[config.mk]
export PLATFORM = sky130hd
export DESIGN_NAME = device_status_and_checksum_regs
export DESIGN_NICKNAME = d
export VERILOG_FILES = /design/src/status_checksum_pkg.sv /design/src/device_status_and_checksum_regs.sv
export VERILOG_INCLUDE_DIRS = /design/src
export SDC_FILE = /design/constraint.sdc
export NUM_CORES = 1
export LEC_CHECK = 0
export BUFFER_PORTS_ARGS = -buffer_cell sky130_fd_sc_hd__buf_2
export CAP_MARGIN = 20
export CORE_MARGIN = 2
export CORE_UTILIZATION = 48
export DETAILED_ROUTE_END_ITERATION = 10
export PLACE_DENSITY_LB_ADDON = 0.25
export REMOVE_ABC_BUFFERS = 1
export SYNTH_ARGS = -nofsm -noshare
export SYNTH_HDL_FRONTEND = slang
export SYNTH_SLANG_ARGS = --single-unit
[constraint.sdc]
create_clock -name clk -period 3 [get_ports clk]
set_input_delay 0.6 -clock clk [delete_from_list [all_inputs] [get_ports clk]]
set_output_delay 0.6 -clock clk [all_outputs]
set_load 0.02 [all_outputs]
[src/status_checksum_consts.svh]
// Operation
// - Status bits 7 to 5 hold a read-only operating-mode code that resets to 4, with codes 0 to 3 and 5 unused.
// - The mode code reads 4 while the device sleeps or is shut down by software.
// - The mode code reads 6 while the device is active with every record and playback channel off.
// - The mode code reads 7 while the device is active with at least one record or playback channel on.
// - Status bit 4 follows the loop clock enable and resets to 0.
// - Status bit 3 follows the microphone bias supply enable and resets to 0.
// - Status bits 2 to 0 read as 0, and the host writes only 0 to them.
// - A read of the checksum register returns the current checksum.
// - A host write to the checksum register loads the written byte as the new checksum.
// - Every write to any other register, on any page, updates the checksum.
// - The checksum resets to 0x00 and the status register to 0x80.
// - A page-select byte at offset 0 picks any page from 0 to 255 for later accesses.
`ifndef STATUS_CHECKSUM_CONSTS_SVH
`define STATUS_CHECKSUM_CONSTS_SVH

`define PAGE_SEL_OFFSET 8'h00
`define HOME_PAGE 8'h00
`define DEVICE_STATUS_ONE_OFFSET 8'h7A
`define TRANSACTION_CHECKSUM_OFFSET 8'h7E
`define PAGE_RESET 8'h00
`define STATUS_RESET 8'h80
`define CHECKSUM_RESET 8'h00
`define READ_UNMAPPED 8'h00
`define MODE_MSB 7
`define MODE_LSB 5
`define LOOP_CLOCK_BIT 4
`define MIC_BIAS_BIT 3
`define STATUS_RSVD 3'h0
`define CHANNEL_COUNT 8

`endif

[src/status_checksum_pkg.sv]
`default_nettype none
package status_checksum_pkg;
  typedef enum logic [2:0] {
    MODE_SLEEP = 3'h4,
    MODE_IDLE = 3'h6,
    MODE_RUN = 3'h7
  } operating_mode_code_t;
endpackage : status_checksum_pkg
`default_nettype wire

[src/device_status_and_checksum_regs.sv]
`timescale 1ns/1ps
`default_nettype none
`include "status_checksum_consts.svh"

module device_status_and_checksum_regs
  import status_checksum_pkg::*;
(
  input wire logic clk,
  input wire logic rst_n,
  input wire logic wr_en,
  input wire logic rd_en,
  input wire logic [7:0] addr,
  input wire logic [7:0] wdata,
  input wire logic sleep_or_shutdown,
  input wire logic active_mode,
  input wire logic [`CHANNEL_COUNT-1:0] channel_on,
  input wire logic pll_enabled,
  input wire logic mic_bias_enabled,
  output logic [7:0] rdata,
  output logic rd_valid,
  output logic [7:0] page_sel,
  output logic [7:0] device_status_one,
  output logic [7:0] transaction_checksum
);

  // ==========================================================
  // mode decode
  function automatic operating_mode_code_t decode_mode(input logic sleeping,
                                                       input logic active,
                                                       input logic [`CHANNEL_COUNT-1:0] on);
    if (sleeping || !active) begin
      // sleep or software shutdown wins over channel activity
      decode_mode = MODE_SLEEP;
    end else if (|on) begin
      // any record or playback channel on
      decode_mode = MODE_RUN;
    end else begin
      // active with every channel off
      decode_mode = MODE_IDLE;
    end
  endfunction : decode_mode

  // ==========================================================
  // address decode
  function automatic logic hits(input logic [7:0] page,
                                input logic [7:0] a,
                                input logic [7:0] off);
    // status and checksum live on the home page only
    hits = (page == `HOME_PAGE) && (a == off);
  endfunction : hits

  function automatic logic is_page_sel(input logic [7:0] a);
    // the page register answers on every page
    is_page_sel = (a == `PAGE_SEL_OFFSET);
  endfunction : is_page_sel

  // ==========================================================
  // checksum arithmetic
  function automatic logic [7:0] cksum_add(input logic [7:0] sum,
                                           input logic [7:0] data);
    logic [8:0] wide;
    wide = {1'b0, sum} + {1'b0, data};
    // carry out is dropped: modulo-256 running sum
    cksum_add = wide[7:0];
  endfunction : cksum_add

  // ==========================================================
  // register state
  logic [7:0] page_reg;
  logic [7:0] page_next;
  logic [7:0] status_reg;
  logic [7:0] status_next;
  logic [7:0] checksum_reg;
  logic [7:0] checksum_next;
  logic [7:0] rdata_reg;
  logic [7:0] rdata_next;
  logic rd_valid_reg;
  logic rd_valid_next;

  // ==========================================================
  // decode helpers
  logic cksum_hit;
  logic status_hit;
  logic page_hit;
  operating_mode_code_t mode_code;

  // ==========================================================
  // access decode
  always_comb begin
    page_hit = is_page_sel(addr);
    status_hit = hits(page_reg, addr, `DEVICE_STATUS_ONE_OFFSET);
    cksum_hit = hits(page_reg, addr, `TRANSACTION_CHECKSUM_OFFSET);
  end

  // ==========================================================
  // page select
  always_comb begin
    page_next = page_reg;
    if (wr_en && page_hit) begin
      // any page from 0 to 255 may be chosen
      page_next = wdata;
    end
  end

  always_ff @(posedge clk or negedge rst_n) begin
    if (!rst_n) begin
      page_reg <= `PAGE_RESET;
    end else begin
      page_reg <= page_next;
    end
  end

  // ==========================================================
  // status register
  always_comb begin
    mode_code = decode_mode(sleep_or_shutdown, active_mode, channel_on);
    status_next = `STATUS_RESET;
    // live state only, host writes never reach this register
    status_next[`MODE_MSB:`MODE_LSB] = mode_code;
    status_next[`LOOP_CLOCK_BIT] = pll_enabled;
    status_next[`MIC_BIAS_BIT] = mic_bias_enabled;
    status_next[`MIC_BIAS_BIT-1:0] = `STATUS_RSVD;
  end

  always_ff @(posedge clk or negedge rst_n) begin
    if (!rst_n) begin
      status_reg <= `STATUS_RESET;
    end else begin
      status_reg <= status_next;
    end
  end

  // ==========================================================
  // transaction checksum
  always_comb begin
    checksum_next = checksum_reg;
    if (wr_en) begin
      if (cksum_hit) begin
        // a host write presets the running sum
        checksum_next = wdata;
      end else begin
        // every other write counts, page writes and other pages too
        checksum_next = cksum_add(checksum_reg, wdata);
      end
    end
  end

  always_ff @(posedge clk or negedge rst_n) begin
    if (!rst_n) begin
      checksum_reg <= `CHECKSUM_RESET;
    end else begin
      checksum_reg <= checksum_next;
    end
  end

  // ==========================================================
  // read path
  always_comb begin
    rd_valid_next = rd_en;
    // read data holds until the next read
    rdata_next = rdata_reg;
    if (rd_en) begin
      if (page_hit) begin
        rdata_next = page_reg;
      end else if (status_hit) begin
        rdata_next = status_reg;
      end else if (cksum_hit) begin
        // a read in the same cycle as a write sees the old sum
        rdata_next = checksum_reg;
      end else begin
        rdata_next = `READ_UNMAPPED;
      end
    end
  end

  always_ff @(posedge clk or negedge rst_n) begin
    if (!rst_n) begin
      rdata_reg <= `READ_UNMAPPED;
      rd_valid_reg <= 1'b0;
    end else begin
      rdata_reg <= rdata_next;
      rd_valid_reg <= rd_valid_next;
    end
  end

  // ==========================================================
  // outputs
  // every output is a register, no logic after the flops
  assign rdata = rdata_reg;
  assign rd_valid = rd_valid_reg;
  assign page_sel = page_reg;
  assign device_status_one = status_reg;
  assign transaction_checksum = checksum_reg;

endmodule : device_status_and_checksum_regs
`default_nettype wire

==> results_dict.tcl <==
set metrics [dict create \
    wirelength_microns 3990 \
    grt_max_degree 30 \
    synth.top_cell.area_share_pct 44.2 \
    switching_share_pct 39.0 \
    skew_ns 0.00728 \
    path_clk_slew_ns 0.09 \
    synthFlopType "dfrtp_1" \
    slew_viol_final 0 \
    p_comb_share_pct 40.9 \
    synth_top_area_cell "dfrtp_1" \
    setup_viol 0 \
    coreArea_sq_um 3310 \
    clock_latency_ns 0.33 \
    ys_warn_count 0 \
    synth_edf_count 0 \
    p_leak_nw 1.01 \
    ir_drop_uv 411 \
    synth_cell_type_count 39 \
    place.gp.congestion 0.858 \
    die_x_microns 62.5 \
    ant_nets 0 \
    power.density_nw_per_um2 671 \
    antenna_found_initial 0 \
    rows 21 \
    synth_seq_cells 29 \
    areaGrowthSynthToFinish_pct 23.9 \
    maxCapViolCount 0 \
    utilization_pct 61.5 \
    end_kind "register" \
    async_flop_share_pct 100 \
    netSwitchingPower_w 0.000533 \
    worst_slew_pin_slew_ns 0.639 \
    dp_hpwl_microns 3040 \
    htree_levels 2 \
    drt_iter0_markers 89 \
    grt.total_usage_pct 21.1 \
    power_frac_clock_pct 19.9 \
    drive_above_1_share_pct 34.3 \
    status "completed" \
    postSynthAreaPerCell_sq_um 9.60 \
    p_int_w 0.000833 \
    cts_tree "yes" \
    via_per_inst 5.36 \
    grt_pass1_wl_microns 6510 \
    slew-limit-headroom_pct 57.0 \
    drtPass1Iterations 4 \
    numPortBuffers 60 \
    synth_cells 171 \
    grt_pass1_vias 1420 \
    max_freq_ghz 0.430 \
    min_period_over_period_pct 77.5 \
    cts-resized-gates 0 \
    grt_overflow 0 \
    setup_tns_ns 0 \
    fp.dieH_microns 62.5 \
    cts_max_path_buffers 2 \
    min_period_ns 2.33 \
    nets 272 \
    hold_class "input port to asynchronous set/reset pin" \
    postCtsSetupBuffers 0 \
    root_buffer "clkbuf_4" \
    worstSetupPathType "register to register" \
    r2r_cells 5 \
    vias 1496 \
    drcViolationCount 0 \
    rsz0062_at_grt "false" \
    ios 65 \
    cts_hold_buf 0 \
    arrival_ns 2.53 \
    start_util_pct 49.6 \
    rrSetupSlack_ns 0.67 \
    hold_viol 0 \
    reg2reg_to "transaction_checksum[3]$_DFFE_PN0P_" \
    clkSinkCount 29 \
    antennaDiodeCount 0 \
    synth_area_leaders "dfrtp_1 44%, ha_1 5.3%, a21oi_1 5.2%" \
    start_kind "register" \
    seq_power_share_pct 39.2 \
    cts_made_buffers 5 \
    cp_max_fo 13 \
    n_fill_cell 315 \
    syn_area_sq_um 1640 \
    wl_per_cell_microns 14.3 \
    reg2reg_from "page_sel[1]$_DFFE_PN0P_" \
    ys_seq_area_share_pct 44.2 \
    die_area_sq_um 3900 \
    cp.required_ns 3.20 \
]
metrics by stage:
step                cell area, sq um  cells  hold WS [ns]  power (W)  setup slack (ns)
global placement                1960    271         0.500    0.00109             0.501
global route                    2030    279         0.334    0.00147             0.530
CTS                             2030    279         0.294    0.00137             0.674
floorplan                       1600    164         0.304   0.000917             0.582
detailed placement              1960    271         0.504    0.00110             0.430
finish                          2030    279         0.282    0.00137             0.675
layout make-up:
cell class	count	area [sq um]	share of cell area (%)
Multi-Input combinational cell	130	855	42.0
Sequential cell	29	726	35.7
Timing Repair Buffer	61	308	15.1
Clock buffer	7	65.1	3.20
Tap cell	46	57.6	2.83
Clock inverter	1	5.00	0.246
Inverter	5	18.8	0.923
routing by layer:
| layer | share of wire, % | GRT usage [%] |
|---|---|---|
| met5 | 0 | 0 |
| met4 | 1.7 | 7.78 |
| met3 | 6.0 | 6.49 |
| met2 | 47 | 33.2 |
| met1 | 45 | 27.5 |
worst max-delay path, stage by stage (launching register included):
cell and delay, ns:
dfrtp_1 0.42, or4_1 0.61, nor4_1 0.36, and2_1 0.49, mux2i_1 0.23, a21oi_1 0.08
how the worst max path moves through the flow:
stage | start | end | slack, ns | cells past startpoint
2_1_floorplan | addr[0] | transaction_checksum[7]$_DFFE_PN0P_ | 0.58 | 5
3_3_place_gp | addr[0] | transaction_checksum[3]$_DFFE_PN0P_ | 0.50 | 6
3_5_place_dp | addr[0] | transaction_checksum[3]$_DFFE_PN0P_ | 0.43 | 6
4_1_cts | page_sel[1]$_DFFE_PN0P_ | transaction_checksum[3]$_DFFE_PN0P_ | 0.67 | 5
5_1_grt | page_sel[1]$_DFFE_PN0P_ | transaction_checksum[3]$_DFFE_PN0P_ | 0.53 | 5
6_report | page_sel[1]$_DFFE_PN0P_ | transaction_checksum[3]$_DFFE_PN0P_ | 0.67 | 5
Yosys cell counts, drive strengths merged (2+ instances only):
cell type / n
dfrtp: 29
a21oi: 17
nand2: 16
nor2: 14
nand3: 8
a31oi: 7
ha: 7
mux2: 7
buf: 6
nor4: 6
o21ai: 6
inv: 5
nor2b: 5
a22oi: 3
and2: 3
clkbuf: 3
or4: 3
or4b: 3
a21boi: 2
conb: 2
mux2i: 2
nand4: 2
o21a: 2
xor2: 2
power groups by stage:
| stage | clock [W] | sequential [W] | combinational [W] |
|---|---|---|---|
| 6_report | 0.000271 | 0.000535 | 0.000559 |
| 5_1_grt | 0.000287 | 0.000544 | 0.000634 |
| 3_3_place_gp | 0 | 0.000540 | 0.000551 |
| 2_1_floorplan | 0 | 0.000602 | 0.000315 |
| 4_1_cts | 0.000273 | 0.000534 | 0.000562 |
| 3_5_place_dp | 0 | 0.000542 | 0.000560 |
logic make-up after synthesis:
family | count (synthesis) | synth area share, %
AOI/OAI and AO/OA | 40 | 14.4
xor gates and xnor gates | 2 | 1.07
adders and majority gates | 8 | 6.55
buffers and inverters | 14 | 4.19
DFF | 29 | 44.2
muxes | 9 | 6.02
other | 2 | 0.457
and+or+nand+nor | 67 | 23.1
cell usage in the layout (no fill, tap or decap), types with 4 or more instances in the layout:
cell       n
a21oi_1   17
a31oi_1    7
buf_2     60
clkbuf_4   5
conb_1     4
dfrtp_1   29
ha_1       7
inv_1      5
mux2_2     7
nand2_1   16
nand3_1    8
nor2_1    14
nor2b_1    5
nor4_1     5
o21ai_0    6
(Power assumes the default switching activity.)
